File: src/dma_cfg_regs.svh
// Register indices, field positions, reset values and FIFO levels of the DMA data configuration block.
// Included by the design files; definitions only.
`ifndef DMA_CFG_REGS_SVH
`define DMA_CFG_REGS_SVH

`define DATA_CONFIG_IDX 6'h0e
`define LOOP_TYPE_IDX 6'h13
`define REMOTE_ADDR_IDX 6'h12
`define CFG_STATUS_IDX 6'h14

`define WIDTH_BIT 0
`define LANE_BIT 1
`define WIDE_BIT 2
`define LOOPOFF_BIT 3
`define AUTO_BIT 4
`define FIFO_LO_BIT 5
`define FIFO_HI_BIT 6

`define DATA_CONFIG_RESET 8'h04
`define LOOP_TYPE_RESET 2'h0
`define REMOTE_ADDR_RESET 16'h0000

`define ST_WORD_BIT 0
`define ST_SWAP_BIT 1
`define ST_WIDE_BIT 2
`define ST_BUSY_BIT 3
`define ST_REQ_BIT 4
`define ST_LOOP_BIT 5
`define ST_AUTO_BIT 6

`define RX_LEVEL_CODE0 5'h02
`define RX_LEVEL_CODE1 5'h04
`define RX_LEVEL_CODE2 5'h08
`define RX_LEVEL_CODE3 5'h0c
`define TX_LEVEL_BASE 5'h0d

`define RESP_OKAY 2'h0
`define RESP_SLVERR 2'h2

`endif

File: src/dma_cfg_pkg.sv
// Types shared by the DMA data configuration block.
// Used with full package scope; nothing is imported.
package dma_cfg_pkg;

	typedef enum {
		BURST_IDLE,
		BURST_REQ,
		BURST_MOVE
	} burst_state_t;

	typedef enum logic [1:0] {
		LOOP_NORMAL = 2'h0,
		LOOP_CONTROLLER = 2'h1,
		LOOP_ENDEC = 2'h2,
		LOOP_EXTERNAL = 2'h3
	} loop_mode_t;

endpackage

File: src/cfg_if.sv
// Configuration handed from the register bank to the burst controller.
// Driven by the register bank, read by the burst controller in the same clock domain.
`timescale 1ns/1ps
interface cfg_if;
	logic word_sel;
	logic lane_swap;
	logic wide_sel;
	logic [1:0] fifo_code;
	logic [15:0] remote_addr;

	modport src (output word_sel, lane_swap, wide_sel, fifo_code, remote_addr);
	modport sink (input word_sel, lane_swap, wide_sel, fifo_code, remote_addr);
endinterface

File: src/dma_burst_ctl.sv
// Bus request and burst sequencer for the DMA side.
// Assumes fifo_level counts bytes and bus_grant answers bus_req_reg.
`timescale 1ns/1ps
`include "dma_cfg_regs.svh"
module dma_burst_ctl (
	input wire logic aclk, // System clock.
	input wire logic aresetn, // Synchronous reset, active low.
	cfg_if.sink cfg, // Written configuration.
	input wire logic [4:0] fifo_level, // Bytes held in the FIFO.
	input wire logic tx_dir, // High while transmitting.
	input wire logic bus_grant, // Bus granted for the burst.
	input wire logic [15:0] start_addr, // Local start address.
	input wire logic start_load, // Loads start_addr while idle.
	output logic bus_req_reg, // Bus request.
	output logic beat_reg, // One transfer this cycle.
	output logic busy_reg, // Request or burst under way.
	output logic word_act_reg, // Applied transfer width.
	output logic swap_act_reg, // Applied byte-lane order.
	output logic wide_act_reg, // Applied wide addressing.
	output logic [31:0] addr_reg // Address of the current beat.
);
	dma_cfg_pkg::burst_state_t state_reg, state_next;
	logic bus_req_next, beat_next, busy_next, word_act_next, swap_act_next, wide_act_next;
	logic [31:0] addr_next;
	logic [1:0] code_act_reg, code_act_next;
	logic [3:0] count_reg, count_next;
	logic eff_word;
	logic [1:0] eff_code;
	logic [4:0] rx_level, level_need;
	logic [3:0] beats;

	function automatic logic [4:0] rx_bytes(input logic [1:0] code);
		case (code)
			2'h0: rx_bytes = `RX_LEVEL_CODE0;
			2'h1: rx_bytes = `RX_LEVEL_CODE1;
			2'h2: rx_bytes = `RX_LEVEL_CODE2;
			default: rx_bytes = `RX_LEVEL_CODE3;
		endcase
	endfunction

	always_comb begin
		eff_word = (state_reg == dma_cfg_pkg::BURST_IDLE) ? cfg.word_sel : word_act_reg;
		eff_code = (state_reg == dma_cfg_pkg::BURST_IDLE) ? cfg.fifo_code : code_act_reg;
		rx_level = rx_bytes(eff_code);
		level_need = tx_dir ? (`TX_LEVEL_BASE - rx_level) : rx_level;
		beats = eff_word ? rx_level[4:1] : rx_level[3:0];
		state_next = state_reg;
		bus_req_next = bus_req_reg;
		beat_next = 1'b0;
		count_next = count_reg;
		addr_next = addr_reg;
		word_act_next = word_act_reg;
		swap_act_next = swap_act_reg;
		wide_act_next = wide_act_reg;
		code_act_next = code_act_reg;
		case (state_reg)
			dma_cfg_pkg::BURST_IDLE: begin
				// New settings take effect only between bursts.
				word_act_next = cfg.word_sel;
				swap_act_next = cfg.lane_swap;
				wide_act_next = cfg.wide_sel;
				code_act_next = cfg.fifo_code;
				addr_next[31:16] = cfg.wide_sel ? cfg.remote_addr : 16'h0000;
				if (start_load) begin
					addr_next[15:0] = start_addr;
				end
				if (fifo_level >= level_need) begin
					state_next = dma_cfg_pkg::BURST_REQ;
					bus_req_next = 1'b1;
				end
			end
			dma_cfg_pkg::BURST_REQ: begin
				if (bus_grant) begin
					state_next = dma_cfg_pkg::BURST_MOVE;
					beat_next = 1'b1;
					count_next = beats;
				end
			end
			dma_cfg_pkg::BURST_MOVE: begin
				if (count_reg == 4'h1) begin
					state_next = dma_cfg_pkg::BURST_IDLE;
					bus_req_next = 1'b0;
				end else begin
					beat_next = 1'b1;
					count_next = count_reg - 4'h1;
					addr_next[15:0] = addr_reg[15:0] + (word_act_reg ? 16'h0002 : 16'h0001);
				end
			end
			default: begin
				state_next = dma_cfg_pkg::BURST_IDLE;
				bus_req_next = 1'b0;
			end
		endcase
		if (word_act_next) begin
			addr_next[0] = 1'b0;
		end
		busy_next = (state_next != dma_cfg_pkg::BURST_IDLE);
	end

	always_ff @(posedge aclk) begin
		if (!aresetn) begin
			state_reg <= dma_cfg_pkg::BURST_IDLE;
			bus_req_reg <= 1'b0;
			beat_reg <= 1'b0;
			busy_reg <= 1'b0;
			count_reg <= 4'h0;
			addr_reg <= 32'h00000000;
			word_act_reg <= 1'b0;
			swap_act_reg <= 1'b0;
			wide_act_reg <= 1'b1;
			code_act_reg <= 2'h0;
		end else begin
			state_reg <= state_next;
			bus_req_reg <= bus_req_next;
			beat_reg <= beat_next;
			busy_reg <= busy_next;
			count_reg <= count_next;
			addr_reg <= addr_next;
			word_act_reg <= word_act_next;
			swap_act_reg <= swap_act_next;
			wide_act_reg <= wide_act_next;
			code_act_reg <= code_act_next;
		end
	end

	a_word_a0_low: assert property (@(posedge aclk) disable iff (!aresetn)
		word_act_reg |-> addr_reg[0] == 1'b0) else $error("Word mode address bit 0 not low.");
	a_word_step_two: assert property (@(posedge aclk) disable iff (!aresetn)
		beat_reg && $past(beat_reg) && word_act_reg |-> addr_reg[15:0] == $past(addr_reg[15:0]) + 16'h0002)
		else $error("Word burst address did not step by two.");
	a_burst_len_min: assert property (@(posedge aclk) disable iff (!aresetn)
		state_reg == dma_cfg_pkg::BURST_REQ && bus_grant && code_act_reg == 2'h0 && !word_act_reg
		|=> beat_reg [*2] ##1 !beat_reg) else $error("Byte burst for code 0 is not two beats.");
	a_burst_len_max: assert property (@(posedge aclk) disable iff (!aresetn)
		state_reg == dma_cfg_pkg::BURST_REQ && bus_grant && code_act_reg == 2'h3 && word_act_reg
		|=> beat_reg [*6] ##1 !beat_reg) else $error("Word burst for code 3 is not six beats.");
	a_cfg_hold_busy: assert property (@(posedge aclk) disable iff (!aresetn)
		busy_reg && $past(busy_reg) |-> $stable(word_act_reg) && $stable(swap_act_reg) && $stable(wide_act_reg))
		else $error("Configuration changed during a burst.");
	a_rx_level_hit: assert property (@(posedge aclk) disable iff (!aresetn)
		state_reg == dma_cfg_pkg::BURST_IDLE && !tx_dir && cfg.fifo_code == 2'h2
		|=> bus_req_reg == ($past(fifo_level) >= 5'h08)) else $error("Receive request level wrong.");
	a_tx_level_hit: assert property (@(posedge aclk) disable iff (!aresetn)
		state_reg == dma_cfg_pkg::BURST_IDLE && tx_dir && cfg.fifo_code == 2'h0
		|=> bus_req_reg == ($past(fifo_level) >= 5'h0b)) else $error("Transmit request level wrong.");
	a_wide_upper: assert property (@(posedge aclk) disable iff (!aresetn)
		state_reg == dma_cfg_pkg::BURST_IDLE
		|=> addr_reg[31:16] == ($past(cfg.wide_sel) ? $past(cfg.remote_addr) : 16'h0000))
		else $error("Upper address does not follow wide mode.");
endmodule

File: src/dma_data_config.sv
// Data configuration register bank with AXI4-Lite access, DMA data path and loopback selection.
// Assumes one clock, a synchronous active-low reset and a FIFO that reports its fill in bytes.
//
// Overview of operation
// - Transfer width bit 0 gives byte transfers and 1 gives word transfers for both DMA channels.
// - In word mode up to 32k words are addressed and address bit 0 stays low.
// - Lane order 0 puts the high byte on the upper lanes, order 1 swaps the two lanes.
// - Lane order is ignored while byte transfers are selected.
// - Wide address 0 gives two 16-bit channels, 1 gives one 32-bit mode with the remote start address on top.
// - Wide address powers up set, so 32-bit mode holds until software writes the register.
// - Loopback-off 0 selects loopback together with the loop type code, 1 selects normal operation.
// - With auto remote set the send command starts remote DMA, with it clear the command is not executed.
// - On receive the bus is requested at 2, 4, 8 or 12 bytes for codes 0 to 3.
// - On transmit the bus is requested at 13 bytes minus the receive level.
// - The burst length follows from the FIFO level code.
// - Loop type 0 is normal, 1 controller loopback, 2 encoder loopback, 3 external loopback.
`timescale 1ns/1ps
`include "dma_cfg_regs.svh"
module dma_data_config (
	input wire logic aclk, // System clock, 100 MHz.
	input wire logic aresetn, // Synchronous reset, active low.
	input wire logic [7:0] s_axi_awaddr, // Write address.
	input wire logic s_axi_awvalid, // Write address valid.
	output logic s_axi_awready, // Write address ready.
	input wire logic [31:0] s_axi_wdata, // Write data.
	input wire logic [3:0] s_axi_wstrb, // Write byte strobes.
	input wire logic s_axi_wvalid, // Write data valid.
	output logic s_axi_wready, // Write data ready.
	output logic [1:0] s_axi_bresp, // Write response.
	output logic s_axi_bvalid, // Write response valid.
	input wire logic s_axi_bready, // Write response ready.
	input wire logic [7:0] s_axi_araddr, // Read address.
	input wire logic s_axi_arvalid, // Read address valid.
	output logic s_axi_arready, // Read address ready.
	output logic [31:0] s_axi_rdata, // Read data.
	output logic [1:0] s_axi_rresp, // Read response.
	output logic s_axi_rvalid, // Read data valid.
	input wire logic s_axi_rready, // Read data ready.
	input wire logic [4:0] fifo_level, // Bytes held in the FIFO.
	input wire logic [15:0] fifo_data, // FIFO word, high byte on bits 15:8.
	input wire logic tx_dir, // High while transmitting.
	input wire logic bus_grant, // System bus granted.
	input wire logic [15:0] local_start_addr, // Local DMA start address.
	input wire logic local_start_load, // Loads local_start_addr while idle.
	input wire logic send_cmd, // Send command pulse.
	output logic bus_request_out, // System bus request.
	output logic dma_beat, // One transfer this cycle.
	output logic [31:0] dma_addr, // DMA address.
	output logic [15:0] dma_data, // DMA data lanes.
	output logic dma_word_mode, // Word transfers in effect.
	output logic send_start, // Remote DMA auto start pulse.
	output logic loopback_active, // Loopback in effect.
	output logic [1:0] loop_mode, // Loop type in effect.
	output logic encoder_loop_pin // Encoder-decoder loopback request.
);
	cfg_if cfg ();

	logic [7:0] data_config_reg, data_config_next;
	logic [1:0] loop_type_reg, loop_type_next;
	logic [15:0] remote_addr_reg, remote_addr_next;

	logic awready_reg, awready_next, wready_reg, wready_next;
	logic aw_have_reg, aw_have_next, w_have_reg, w_have_next;
	logic [5:0] aw_idx_reg, aw_idx_next;
	logic [15:0] w_data_reg, w_data_next;
	logic [1:0] w_strb_reg, w_strb_next;
	logic bvalid_reg, bvalid_next;
	logic [1:0] bresp_reg, bresp_next;
	logic arready_reg, arready_next, rvalid_reg, rvalid_next;
	logic [31:0] rdata_reg, rdata_next;
	logic [1:0] rresp_reg, rresp_next;

	logic [15:0] dma_data_reg, dma_data_next;
	logic send_start_reg, send_start_next;
	logic loop_act_reg, loop_act_next, enc_loop_reg, enc_loop_next;
	logic [1:0] loop_mode_reg, loop_mode_next;

	logic bus_req_w, beat_w, busy_w, word_act_w, swap_act_w, wide_act_w;
	logic [31:0] addr_w;
	logic [5:0] ar_idx;
	logic [7:0] status_val;

	assign cfg.word_sel = data_config_reg[`WIDTH_BIT];
	assign cfg.lane_swap = data_config_reg[`LANE_BIT];
	assign cfg.wide_sel = data_config_reg[`WIDE_BIT];
	assign cfg.fifo_code = {data_config_reg[`FIFO_HI_BIT], data_config_reg[`FIFO_LO_BIT]};
	assign cfg.remote_addr = remote_addr_reg;

	dma_burst_ctl burst (
		.aclk(aclk),
		.aresetn(aresetn),
		.cfg(cfg.sink),
		.fifo_level(fifo_level),
		.tx_dir(tx_dir),
		.bus_grant(bus_grant),
		.start_addr(local_start_addr),
		.start_load(local_start_load),
		.bus_req_reg(bus_req_w),
		.beat_reg(beat_w),
		.busy_reg(busy_w),
		.word_act_reg(word_act_w),
		.swap_act_reg(swap_act_w),
		.wide_act_reg(wide_act_w),
		.addr_reg(addr_w)
	);

	// Register bus: one write and one read at a time; address and data may come in either order.
	always_comb begin
		aw_have_next = aw_have_reg;
		aw_idx_next = aw_idx_reg;
		w_have_next = w_have_reg;
		w_data_next = w_data_reg;
		w_strb_next = w_strb_reg;
		bvalid_next = bvalid_reg;
		bresp_next = bresp_reg;
		data_config_next = data_config_reg;
		loop_type_next = loop_type_reg;
		remote_addr_next = remote_addr_reg;
		if (s_axi_awvalid && awready_reg) begin
			aw_have_next = 1'b1;
			aw_idx_next = s_axi_awaddr[7:2];
		end
		if (s_axi_wvalid && wready_reg) begin
			w_have_next = 1'b1;
			w_data_next = s_axi_wdata[15:0];
			w_strb_next = s_axi_wstrb[1:0];
		end
		if (bvalid_reg && s_axi_bready) begin
			bvalid_next = 1'b0;
		end
		if (aw_have_reg && w_have_reg && !bvalid_reg) begin
			aw_have_next = 1'b0;
			w_have_next = 1'b0;
			bvalid_next = 1'b1;
			bresp_next = `RESP_OKAY;
			case (aw_idx_reg)
				`DATA_CONFIG_IDX: begin
					if (w_strb_reg[0]) begin
						data_config_next = w_data_reg[7:0];
					end
				end
				`LOOP_TYPE_IDX: begin
					if (w_strb_reg[0]) begin
						loop_type_next = w_data_reg[1:0];
					end
				end
				`REMOTE_ADDR_IDX: begin
					if (w_strb_reg[0]) begin
						remote_addr_next[7:0] = w_data_reg[7:0];
					end
					if (w_strb_reg[1]) begin
						remote_addr_next[15:8] = w_data_reg[15:8];
					end
				end
				default: bresp_next = `RESP_SLVERR;
			endcase
		end
		awready_next = !aw_have_next && !bvalid_next;
		wready_next = !w_have_next && !bvalid_next;
	end

	always_ff @(posedge aclk) begin
		if (!aresetn) begin
			aw_have_reg <= 1'b0;
			aw_idx_reg <= 6'h00;
			w_have_reg <= 1'b0;
			w_data_reg <= 16'h0000;
			w_strb_reg <= 2'h0;
			bvalid_reg <= 1'b0;
			bresp_reg <= `RESP_OKAY;
			awready_reg <= 1'b1;
			wready_reg <= 1'b1;
			data_config_reg <= `DATA_CONFIG_RESET;
			loop_type_reg <= `LOOP_TYPE_RESET;
			remote_addr_reg <= `REMOTE_ADDR_RESET;
		end else begin
			aw_have_reg <= aw_have_next;
			aw_idx_reg <= aw_idx_next;
			w_have_reg <= w_have_next;
			w_data_reg <= w_data_next;
			w_strb_reg <= w_strb_next;
			bvalid_reg <= bvalid_next;
			bresp_reg <= bresp_next;
			awready_reg <= awready_next;
			wready_reg <= wready_next;
			data_config_reg <= data_config_next;
			loop_type_reg <= loop_type_next;
			remote_addr_reg <= remote_addr_next;
		end
	end

	// The configuration register is write-only and reads as zero.
	always_comb begin
		ar_idx = s_axi_araddr[7:2];
		status_val = 8'h00;
		status_val[`ST_WORD_BIT] = word_act_w;
		status_val[`ST_SWAP_BIT] = swap_act_w;
		status_val[`ST_WIDE_BIT] = wide_act_w;
		status_val[`ST_BUSY_BIT] = busy_w;
		status_val[`ST_REQ_BIT] = bus_req_w;
		status_val[`ST_LOOP_BIT] = loop_act_reg;
		status_val[`ST_AUTO_BIT] = data_config_reg[`AUTO_BIT];
		arready_next = arready_reg;
		rvalid_next = rvalid_reg;
		rdata_next = rdata_reg;
		rresp_next = rresp_reg;
		if (rvalid_reg && s_axi_rready) begin
			rvalid_next = 1'b0;
			arready_next = 1'b1;
		end
		if (s_axi_arvalid && arready_reg) begin
			arready_next = 1'b0;
			rvalid_next = 1'b1;
			rresp_next = `RESP_OKAY;
			case (ar_idx)
				`DATA_CONFIG_IDX: rdata_next = 32'h00000000;
				`LOOP_TYPE_IDX: rdata_next = {30'h0, loop_type_reg};
				`REMOTE_ADDR_IDX: rdata_next = {16'h0000, remote_addr_reg};
				`CFG_STATUS_IDX: rdata_next = {24'h000000, status_val};
				default: begin
					rdata_next = 32'h00000000;
					rresp_next = `RESP_SLVERR;
				end
			endcase
		end
	end

	always_ff @(posedge aclk) begin
		if (!aresetn) begin
			arready_reg <= 1'b1;
			rvalid_reg <= 1'b0;
			rdata_reg <= 32'h00000000;
			rresp_reg <= `RESP_OKAY;
		end else begin
			arready_reg <= arready_next;
			rvalid_reg <= rvalid_next;
			rdata_reg <= rdata_next;
			rresp_reg <= rresp_next;
		end
	end

	// Data lanes, send command gating and loopback selection.
	always_comb begin
		if (!word_act_w) begin
			dma_data_next = {8'h00, fifo_data[7:0]};
		end else if (swap_act_w) begin
			dma_data_next = {fifo_data[7:0], fifo_data[15:8]};
		end else begin
			dma_data_next = fifo_data;
		end
		send_start_next = send_cmd && data_config_reg[`AUTO_BIT];
		loop_act_next = !data_config_reg[`LOOPOFF_BIT] && (loop_type_reg != dma_cfg_pkg::LOOP_NORMAL);
		loop_mode_next = data_config_reg[`LOOPOFF_BIT] ? dma_cfg_pkg::LOOP_NORMAL : loop_type_reg;
		enc_loop_next = (loop_mode_next == dma_cfg_pkg::LOOP_ENDEC);
	end

	always_ff @(posedge aclk) begin
		if (!aresetn) begin
			dma_data_reg <= 16'h0000;
			send_start_reg <= 1'b0;
			loop_act_reg <= 1'b0;
			loop_mode_reg <= dma_cfg_pkg::LOOP_NORMAL;
			enc_loop_reg <= 1'b0;
		end else begin
			dma_data_reg <= dma_data_next;
			send_start_reg <= send_start_next;
			loop_act_reg <= loop_act_next;
			loop_mode_reg <= loop_mode_next;
			enc_loop_reg <= enc_loop_next;
		end
	end

	assign s_axi_awready = awready_reg;
	assign s_axi_wready = wready_reg;
	assign s_axi_bvalid = bvalid_reg;
	assign s_axi_bresp = bresp_reg;
	assign s_axi_arready = arready_reg;
	assign s_axi_rvalid = rvalid_reg;
	assign s_axi_rdata = rdata_reg;
	assign s_axi_rresp = rresp_reg;
	assign bus_request_out = bus_req_w;
	assign dma_beat = beat_w;
	assign dma_addr = addr_w;
	assign dma_data = dma_data_reg;
	assign dma_word_mode = word_act_w;
	assign send_start = send_start_reg;
	assign loopback_active = loop_act_reg;
	assign loop_mode = loop_mode_reg;
	assign encoder_loop_pin = enc_loop_reg;

	a_lane_order_swap: assert property (@(posedge aclk) disable iff (!aresetn)
		word_act_w && swap_act_w |=> dma_data == {$past(fifo_data[7:0]), $past(fifo_data[15:8])})
		else $error("Swapped lane order not applied.");
	a_byte_ignore_order: assert property (@(posedge aclk) disable iff (!aresetn)
		!word_act_w |=> dma_data == {8'h00, $past(fifo_data[7:0])})
		else $error("Byte mode did not ignore lane order.");
	a_reset_wide_set: assert property (@(posedge aclk) disable iff (!aresetn)
		!$past(aresetn) |-> cfg.wide_sel && wide_act_w) else $error("Wide addressing not set after reset.");
	a_send_gated: assert property (@(posedge aclk) disable iff (!aresetn)
		send_cmd |=> send_start == $past(data_config_reg[`AUTO_BIT]))
		else $error("Send command gating wrong.");
	a_loop_select: assert property (@(posedge aclk) disable iff (!aresetn)
		data_config_reg[`LOOPOFF_BIT] |=> !loopback_active && loop_mode == dma_cfg_pkg::LOOP_NORMAL)
		else $error("Loopback active in normal operation.");
	a_encoder_loop: assert property (@(posedge aclk) disable iff (!aresetn)
		!data_config_reg[`LOOPOFF_BIT] && loop_type_reg == dma_cfg_pkg::LOOP_ENDEC |=> encoder_loop_pin)
		else $error("Encoder loopback not requested.");
endmodule

File: config.mk
export PLATFORM = sky130hd
export DESIGN_NAME = dma_data_config
export DESIGN_NICKNAME = d
export VERILOG_FILES = /design/src/dma_cfg_pkg.sv /design/src/cfg_if.sv /design/src/dma_burst_ctl.sv /design/src/dma_data_config.sv
export VERILOG_INCLUDE_DIRS = /design/src
export SDC_FILE = /design/constraint.sdc
export NUM_CORES = 1
export LEC_CHECK = 0
export ABC_CLOCK_PERIOD_IN_PS = 9000
export BUFFER_PORTS_ARGS = -buffer_cell sky130_fd_sc_hd__buf_2
export CAP_MARGIN = 15
export CORE_MARGIN = 4
export CORE_UTILIZATION = 56
export DETAILED_ROUTE_END_ITERATION = 10
export PLACE_DENSITY = 0.86
export SLEW_MARGIN = 15
export SYNTH_ARGS = -nofsm -noshare
export SYNTH_HDL_FRONTEND = slang
export SYNTH_SLANG_ARGS = --single-unit
File: constraint.sdc
create_clock -name aclk -period 9 [get_ports aclk]
set_clock_uncertainty 0.1 [all_clocks]
set_input_delay 1.8 -clock aclk [delete_from_list [all_inputs] [get_ports aclk]]
set_output_delay 1.8 -clock aclk [all_outputs]
set_load 0.02 [all_outputs]
==> results.txt, run 1 <==
* Count of max-cap constraint violations: 0
* Slowest Stage Delay on Critical Path: approximately 0.73 ns
- Setup slack at placement: 4.91 ns
* Type of the setup path with the least slack: in2reg
* Worst Min Path Start: s_axi_rdata[13]
* Final net count: about 1.0k
* Pwr dens: ~190 mW/mm^2
- Compared with the post-synthesis result, the final layout area differs by 21.2%.
- Slew Limit Headroom: around 20%
* Largest delay contributor family on the critical path: simple AND/OR/NAND/NOR gates
* Clk root buf: clkbuf_16
- Area of the mapped netlist: 0.00690 sq mm
- Slew at the pin closest to its max-slew limit: ~1.2 ns
- Drt first-iter violations: 440
- In this run, distinct cell masters in the synthesized netlist total a little over 60.
- Top cell type by total area after synthesis: dfxtp_1
* Max Buffers Root-to-Sink: 2
- YS warnings: 0
- Traced cell by cell, the critical path runs through buf_2 -> nand2b_1 -> or4b_2 -> nor2_1 -> a221oi_1 -> nor3_1.
- Share of power burned in combinational logic: 6.3%
- The worst-case IR drop observed on VDD is 0.161 mV.
- Vias after detailed routing: ~6k
* Asr flop ratio synth: 0%
* Number of buffers inserted during clock tree synthesis: 17
- The library cell used most frequently in the layout, excluding fill and tap cells, is dfxtp_1.
* Drt total wl: ~16 mm
* First-pass GRT wire length: approximately 26 mm
* Buffers added on ports: ~160
- The synthesized design contains 0 enable-type register cells.
- The run finished with clean final reports.
- Along the worst hold path, the cell count comes to 2.
* Reg2Reg Depth: 10
* Path category of the worst min-delay check: reg2reg
- Clk pwr share: around 44%
* Minimum setup slack in the final design: 5.30 ns
* I/O Pins: around 200
* Period utilization: 41.1%
* Final-report hold violation count: 0
* Register bit total from synthesis: between 150 and 200
* Y dimension of the die: around 120 microns
- Switching portion of total power: ~25%
- At the worst endpoint, the required time is ~9 ns.
* Net switching power of the design: 0.392 mW
- The finished layout holds 1117 standard cells, fillers aside.
- The via count of the first global-routing pass came to roughly 5.6k.
- Main synth FF type: dfxtp_1
* CTS tree: built
- Routed vias/inst: about 5.3
- The H-tree generated during clock tree synthesis spans 4 levels.
- RSZ-0062 raised after global routing: false
* Number of post-CTS setup repair buffers: 0
- Gates resized during post-CTS repair numbered 0.
- In the final layout, the share of cells above drive strength 1 is 22.1%.
- The initial utilization of the core area, before any placement, comes to a little under three fifths.
- Top library cells by usage in the layout, fill and taps aside: 171 x dfxtp_1, 156 x buf_2, 120 x nand2_1
- FP Rows: 40
* Total power consumption of the routed design: around 1.6 mW
- Measured on the finished design, the core utilization comes to between 60 and 70%.
- Setup slack on the worst reg-to-reg path comes out at 5.84 ns.
- Number of nets with antenna violations after routing: 0
- Data arrives at the worst endpoint at between 3 and 4 ns.
- Horiz. Die Dim: ~120 microns
* Clock net sink count: between 150 and 200
- Dividing the synthesized area by the synthesized cell count gives between 8 and 9 sq um.
- Counting buffers and inverters, the worst setup path is 6 cells deep.
* Hold buffers post-CTS: 0
* Diode count: 0
- The core region is 0.0121 sq mm.
- The number of antenna violations at the first check in global routing is 0.
* Clock slew at reported path FFs: about 0.070 ns
* CP Capture Type: register
* Pin count of the biggest net entering global routing: a little over 80
- Clk_lat worst skew: 0.43 ns
* Nature of the critical path startpoint: primary input
- Setup violations remaining at the end of the flow were counted as 0.
- Total Die Area: 0.0142 sq mm
- Portion of synthesized cell area occupied by the leading cell type: between 40% and 50%
* Placed instance count: around 1.1k
- The total overflow left after global routing is 0.
* Gate Count Post-Synth: between 700 and 800
- Critical path buffers and inverters: 1
- Max-slew violation total from the final report: 0
- Flop pwr share: between 40% and 50%
- Start of the worst register-to-register path: burst.state_reg[13]
- The clock period could shrink to roughly 3.7 ns.
- In the routed design, unresolved DRC markers number 0.
- The internal power of the cells totals 1.21 mW.
* Critical path's slowest cell: nor2_1
- The analysis attributes to cell leakage a power of 3.63 nW.
- Of all nets on the critical path, the largest fanout is 14.
- Wirelength per Cell: between 10 and 15 microns
- The first detailed-routing pass ran for 5 iterations.
- Total routing usage reported by global routing: 22.8%
- Timing-limited maximum frequency: roughly 0.27 GHz
- In this run the worst setup path begins at s_axi_araddr[5].
* Setup tns final: 0 ns
- Routability-driven placement finished with a final weighted congestion of between 0.8 and 0.9.
* Placed wire-length estimate: around 11 mm
- For this run, the register share of the synthesized area comes to between 40% and 50%.
- Ranked by total cell area, the synthesized netlist is headed by dfxtp_1 50%, mux2i_1 6.7%, nand2_1 6.5%.
==> kinds of logic (layout without fill, tap and decap cells) <==
family	Yosys count	in the layout	share of synthesized area (%)
buffers and inverters	69	202	5.08
AO/OA/AOI/OAI	148	148	13.3
flip-flops	171	171	49.6
multiplexers	46	46	6.67
AND/OR/NAND/NOR	322	322	23.2
other	2	49	0.109
XOR/XNOR	1	1	0.127
adder cells (fa/ha/maj)	10	10	1.92
==> tightest hold or removal path, cell delays in order (launching register included) <==
cell and delay, ns:
dfxtp_1 0.31, nand2_1 0.05, a21oi_1 0.05
==> layout make-up <==
cell class	count	area [sq um]
fillers	971	3700
flip-flops and latches	171	3420
multi-input cells	576	3310
repair buffers	159	803
clock buffers	17	425
well taps	168	210
clock inverters	15	156
inverters	11	41.3
==> power groups by stage <==
stage	sequential, mW	combinational [mW]	clock (mW)
after global placement	0.807	0.0980	0
after global routing	0.794	0.113	0.752
final	0.791	0.100	0.708
after floorplan	0.814	0.0610	0
after CTS	0.791	0.100	0.716
after detailed placement	0.808	0.0996	0
==> worst paths after layout <==
kind / endpoint
worst max-delay path: s_axi_rdata[2]
worst min-delay path: s_axi_rdata[13]
worst max register to register: burst.busy_reg
worst min register to register: s_axi_rdata[13]
==> per-stage QoR <==
step                      instance area, sq um  hold WS, ns
final                                     8370        0.355
after floorplan                           7080        0.319
after detailed placement                  7780        0.344
after global placement                    7780        0.335
after global routing                      8370        0.369
after CTS                                 8370        0.352
==> cell usage after synthesis, drive strengths merged (2+ instances only) <==
| cell type | instances |
|---|---|
| and4 | 3 |
| nand2 | 121 |
| and3b | 2 |
| and2 | 6 |
| nand2b | 9 |
| and3 | 5 |
| o21ai | 21 |
| nor3 | 15 |
| mux2i | 46 |
| a211oi | 4 |
| a21o | 2 |
| ha | 9 |
| a31oi | 4 |
| a21oi | 63 |
| or3 | 2 |
| nand4 | 8 |
| a21boi | 28 |
| conb | 2 |
| o21a | 3 |
| o22ai | 4 |
| a221oi | 5 |
| nand3b | 2 |
| nor2 | 53 |
| o221a | 3 |
| o211ai | 2 |
| nand3 | 46 |
| nor2b | 29 |
| nor4 | 12 |
| inv | 11 |
| buf | 30 |
| nor3b | 3 |
| dfxtp | 171 |
| clkbuf | 28 |
| or2 | 2 |
==> routing by layer <==
layer	part of all wire [%]	vias to the layer above	GRT usage, %
li1	-	2945	-
met1	44	2759	29.3
met2	48	201	37.0
met3	6.4	29	5.51
met4	2.1	0	8.83
met5	0	-	0
(Power assumes the default switching activity.)
==> inputs of run 2 (changes only) <==
--- a/config.mk
+++ b/config.mk
@@ -6,13 +6,14 @@
 export SDC_FILE = /design/constraint.sdc
 export NUM_CORES = 1
 export LEC_CHECK = 0
-export ABC_CLOCK_PERIOD_IN_PS = 9000
+export ABC_AREA = 1
+export ABC_CLOCK_PERIOD_IN_PS = 3230
 export BUFFER_PORTS_ARGS = -buffer_cell sky130_fd_sc_hd__buf_2
 export CAP_MARGIN = 15
 export CORE_MARGIN = 4
-export CORE_UTILIZATION = 56
+export CORE_UTILIZATION = 47
 export DETAILED_ROUTE_END_ITERATION = 10
-export PLACE_DENSITY = 0.86
+export PLACE_DENSITY = 0.77
 export SLEW_MARGIN = 15
 export SYNTH_ARGS = -nofsm -noshare
 export SYNTH_HDL_FRONTEND = slang
==> constraint.sdc (replaced) <==
create_clock -name aclk -period 3.23 [get_ports aclk]
set_clock_uncertainty 0.1 [all_clocks]
set_input_delay 0.646 -clock aclk [delete_from_list [all_inputs] [get_ports aclk]]
set_output_delay 0.646 -clock aclk [all_outputs]
set_load 0.02 [all_outputs]
==> results.txt, run 2 <==
- The power per standard cell area was 531 mW/mm^2 (+180%).
- The post-CTS clock slew at the launch and capture registers of the worst setup and hold paths was 0.07 ns (about the same).
- The worst setup path is captured at a register.
- The cell internal power dissipation is 3.41 mW (+180%).
- Final-report hold violation count: 0 (unchanged)
- Number of post-CTS setup repair buffers: 0 (unchanged)
* Area of the mapped netlist: 0.00698 sq mm (+1.1%)
- Multiplexer fraction of the synthesized cell area: 0% (-6.7 points)
- Slew at the pin closest to its max-slew limit: 0.653 ns (-0.538 ns)
* Switching portion of total power: 24.4% (-0.15 points)
- The worst hold path cell count came to 3 (+1).
- The max-slew violation count is 0 (unchanged).
- The library cell used most frequently in the layout, excluding fill and tap cells, is dfxtp_1.
* Slowest Stage Delay on Critical Path: 0.31 ns (-0.42 ns)
- The via count of the first global-routing pass was 5792 (+3.6%).
* Most numerous cell types in the synthesized netlist: 171 x dfxtp_1, 167 x nand2_1, 135 x nor2_1
* Clk root buf: clkbuf_16
- The layout filler cell count came to 1347 (+39%).
* Total Die Area: 0.0169 sq mm (+19%)
- The total of max-cap violations was 0 (unchanged).
- The total overflow reported by the global router came to 0 (unchanged).
* Period utilization: a little over four fifths
* Final cell area excluding filler cells: 0.00850 sq mm (+1.6%)
* Largest delay contributor family on the critical path: simple AND/OR/NAND/NOR gates
- Final setup fails: 0 (unchanged)
* FF-to-FF End: burst.bus_req_reg
* Flop pwr share: 49.1% (-0.4 points)
- Timing-limited maximum frequency: between 0.3 and 0.4 GHz
- Diode count: 0 (unchanged)
- The area taken by multi-input logic gates was 0.00317 sq mm (-4.2%).
* Final core area utilization: 58.5% (-11 points)
* Cell area reported after detailed placement: 0.00791 sq mm (+1.7%)
- Start of the worst register-to-register path: burst.state_reg[7]
- The sequential share of the synthesized area came to 49.1% (-0.52 points).
* Setup tns final: 0 ns (unchanged)
- The critical path is of the reg2reg type.
- Max Buffers Root-to-Sink: 2 (unchanged)
* Post-synthesis share of cell area spent on full adders, half adders and majority gates: 1.90% (-0.020 points)
- Clk pwr share: 44.3% (about the same)
- The highest net fanout along the worst path came to 5 (-9).
* FP Rows: 44 (+10%)
- The number of placed I/O pins is 197 (unchanged).
- The number of buffers added by the clock tree synthesis step came to 17 (unchanged).
- The detailed placer's ending HPWL was 12.1 mm (+7.0%).
- Pin count of the biggest net entering global routing: 68 (-18%)
* Clock H-tree levels: 4 (unchanged)
- In this run the worst setup path begins at burst.state_reg[7].
- The later-pin clock latency in the skew report came to 0.43 ns (about the same).
- Top library cells by usage in the layout, fill and taps aside: 171 x dfxtp_1, 167 x nand2_1, 156 x buf_2
- The effective utilization at floorplan came to 48.0% (-9.2 points).
* Area fraction in and, or, nand and nor cells after synthesis: 23.9% (+0.76 points)
- Area used by sequential logic in the layout: 0.00342 sq mm (unchanged)
- Antenna violations before repair: 0 (unchanged)
- The area of the core region is 0.0145 sq mm (+20%).
- Final net count: 1193 (+14%)
- Syn Area/Cell: 7.69 sq um (-14%)
- Leak pwr: 3.89 nW (+7.2%)
- Y dimension of the die: 130 microns (+9.1%)
- Dominant combinational cell family by area after synthesis: simple AND/OR/NAND/NOR gates
- Net switching power of the design: 1.10 mW (+180%)
- Synthesized-area fraction occupied by ao, oa, aoi and oai cells: 15.2% (+1.8 points)
- The flow ran to the end, and the final reports show no timing, DRC or antenna violations.
- R2r setup slk: 0.52 ns (-5.32 ns)
- The number of I/O port buffers was 156 (unchanged).
- Total routing usage reported by global routing: 19.7% (-3.1 points)
- Shortest clock period the worst path allows after layout: approximately 2.7 ns
* Nature of the critical path startpoint: register
- The total number of cells along the worst setup path was 18 (+12).
- Remaining DRCs: 0 (unchanged)
* Most instantiated library cell after synthesis: dfxtp_1
- YS warnings: 0 (unchanged)
- Share of power burned in combinational logic: 6.6% (+0.3 points)
- The XOR/XNOR share of the synthesized area was 1.76% (+1.6 points).
- The via count normalized by instance count came to 4.94 (-6.9%).
* Most area-consuming cells after synthesis: dfxtp_1 49%, nand2_1 9.0%, nor2_1 7.3%
* CTS tree: built
* Critical path's slowest cell: dfxtp_1
* Portion of synthesized cell area occupied by the leading cell type: 49.1% (-0.52 points)
* CP Capture Point: burst.bus_req_reg
- The wire length of the first global-routing pass was 26.8 mm (+1.8%).
- The most used flip-flop cell after synthesis is dfxtp_1.
- The number of clock sinks seen by CTS was 171 (unchanged).
- The overall power after layout came to 4.51 mW (+180%).
* Critical path buffers and inverters: 1 (unchanged)
- CP Data Arrival Time: 2.97 ns (-0.97 ns)
* Endpoint required time on the critical path: 3.49 ns (-5.75 ns)
- Setup repair after global routing left no endpoint under its margin.
- Number of nets with antenna violations after routing: 0 (unchanged)
- Number of enable flip-flop cells after synthesis: 0 (unchanged)
- Gate Count Post-Synth: 907 (+18%)
- Post-layout instance count excluding filler cells: 1280 (+15%)
- Slew Limit Headroom: 56.4% (+37 points)
- Count of cell types in the netlist: 40 (-34%)
- The layout cell share with drive strength beyond 1 is 21.4% (-0.78 points).
- The synthesized design spends more area on one cell type than any other, namely dfxtp_1.
- Cells resized by post-CTS repair: 0 (unchanged)
* Drt first-iter violations: 332 (-25%)
* Final weighted congestion of routability-driven global placement: 0.843 (+3.8%)
- Signed area change from the synthesized netlist to the final layout: 21.8%
- Reg2Reg Depth: 18 (+8)
- The quantity of hold-fixing buffers added after cts was 0 (unchanged).
- Path category of the worst min-delay check: in2reg
* Peak supply drop: 0.406 mV (+150%)
- Horiz. Die Dim: 130 microns (+9.1%)
- The count of vias placed by the detailed router is 6328 (+6.6%).
* Placed instance count: 1248 (+15%)
- Walking the worst path, the cells encountered are nor2_2 -> nand2_1 -> nor2_1 -> nand2_2 -> nor2_8 -> nand2_1 -> nand2_1 -> inv_1 -> o21ai_0 -> o21ai_0 -> ha_1 -> a21oi_1 -> o21ai_0 -> nor2_1 -> nand2_1 -> nand3_1 -> o21ai_0 -> a21oi_1.
- Drt total wl: 16.8 mm (+3.9%)
- Number of detailed-route iterations in the first pass: 5 (unchanged)
- The async set-or-reset flop fraction in the synthesized netlist came to 0% (unchanged).
- The detailed-route wire length per cell came to 13.1 microns (-9.3%).
* Register bit total from synthesis: 171 (unchanged)
run 2: changes by cell type in the layout (fill, tap and decap cells not counted), sizes merged, moves of 28 or more:
cell    delta
nor2      +89
o21ai     +81
nand2     +59
inv       +55
mux2i     -46
nor2b     -29
a21boi    -28
run 2: power groups by stage:
stage	Clock [mW]	Combinational, mW	Sequential (mW)
floorplan	0	0.180	2.28
global placement	0	0.290	2.26
detailed placement	0	0.295	2.26
CTS	2.03	0.295	2.22
global route	2.11	0.336	2.22
finish	2.00	0.296	2.22
run 2: layer usage:
metal | global-route usage (%) | vias up | share of wire (%)
li1 | - | 3225 | -
met3 | 5.44 | 20 | 8.4
met2 | 31.7 | 227 | 46
met1 | 26.0 | 2856 | 44
met5 | 0 | - | 0
met4 | 5.87 | 0 | 1.6
run 2: cell families (layout without fill, tap and decap cells):
| group | Yosys count | in the layout |
|---|---|---|
| and+or+nand+nor | 391 | 391 |
| AOI/OAI and AO/OA | 198 | 198 |
| DFF | 171 | 171 |
| buffers and inverters | 121 | 263 |
| xor gates and xnor gates | 14 | 14 |
| adders and majority gates | 10 | 10 |
| other | 2 | 49 |
run 2: worst register-to-register path, delay by kind of cell (launching register included):
kind / cells / cell delay [ns]
buffers and inverters: 1 / 0.07
DFF: 1 / 0.31
adders and majority gates: 1 / 0.30
AOI/OAI and AO/OA: 6 / 0.67
and+or+nand+nor: 10 / 1.20
run 2: cell type report:
| class | count | area share [%] |
|---|---|---|
| Clock buffer | 20 | 5.37 |
| Clock inverter | 12 | 1.52 |
| Inverter | 69 | 3.12 |
| Multi-Input combinational cell | 662 | 37.3 |
| Sequential cell | 171 | 40.3 |
| Tap cell | 184 | 2.71 |
| Timing Repair Buffer | 162 | 9.72 |
run 2: per-stage QoR:
step | hold WS, ns | worst slack [ns]
floorplan | 0.310 | 0.862
global placement | 0.339 | 0.581
detailed placement | 0.345 | 0.514
CTS | 0.318 | 0.488
global route | 0.335 | 0.117
finish | 0.332 | 0.520
run 2: worst min path at each step:
stage                                   from                  to  slack [ns]
after floorplan           data_config_reg[4]          send_start        0.31
after global placement    burst.wide_act_reg  burst.wide_act_reg        0.34
after detailed placement  data_config_reg[4]          send_start        0.34
after CTS                           send_cmd          send_start        0.32
after global routing                send_cmd          send_start        0.34
final                               send_cmd          send_start        0.33
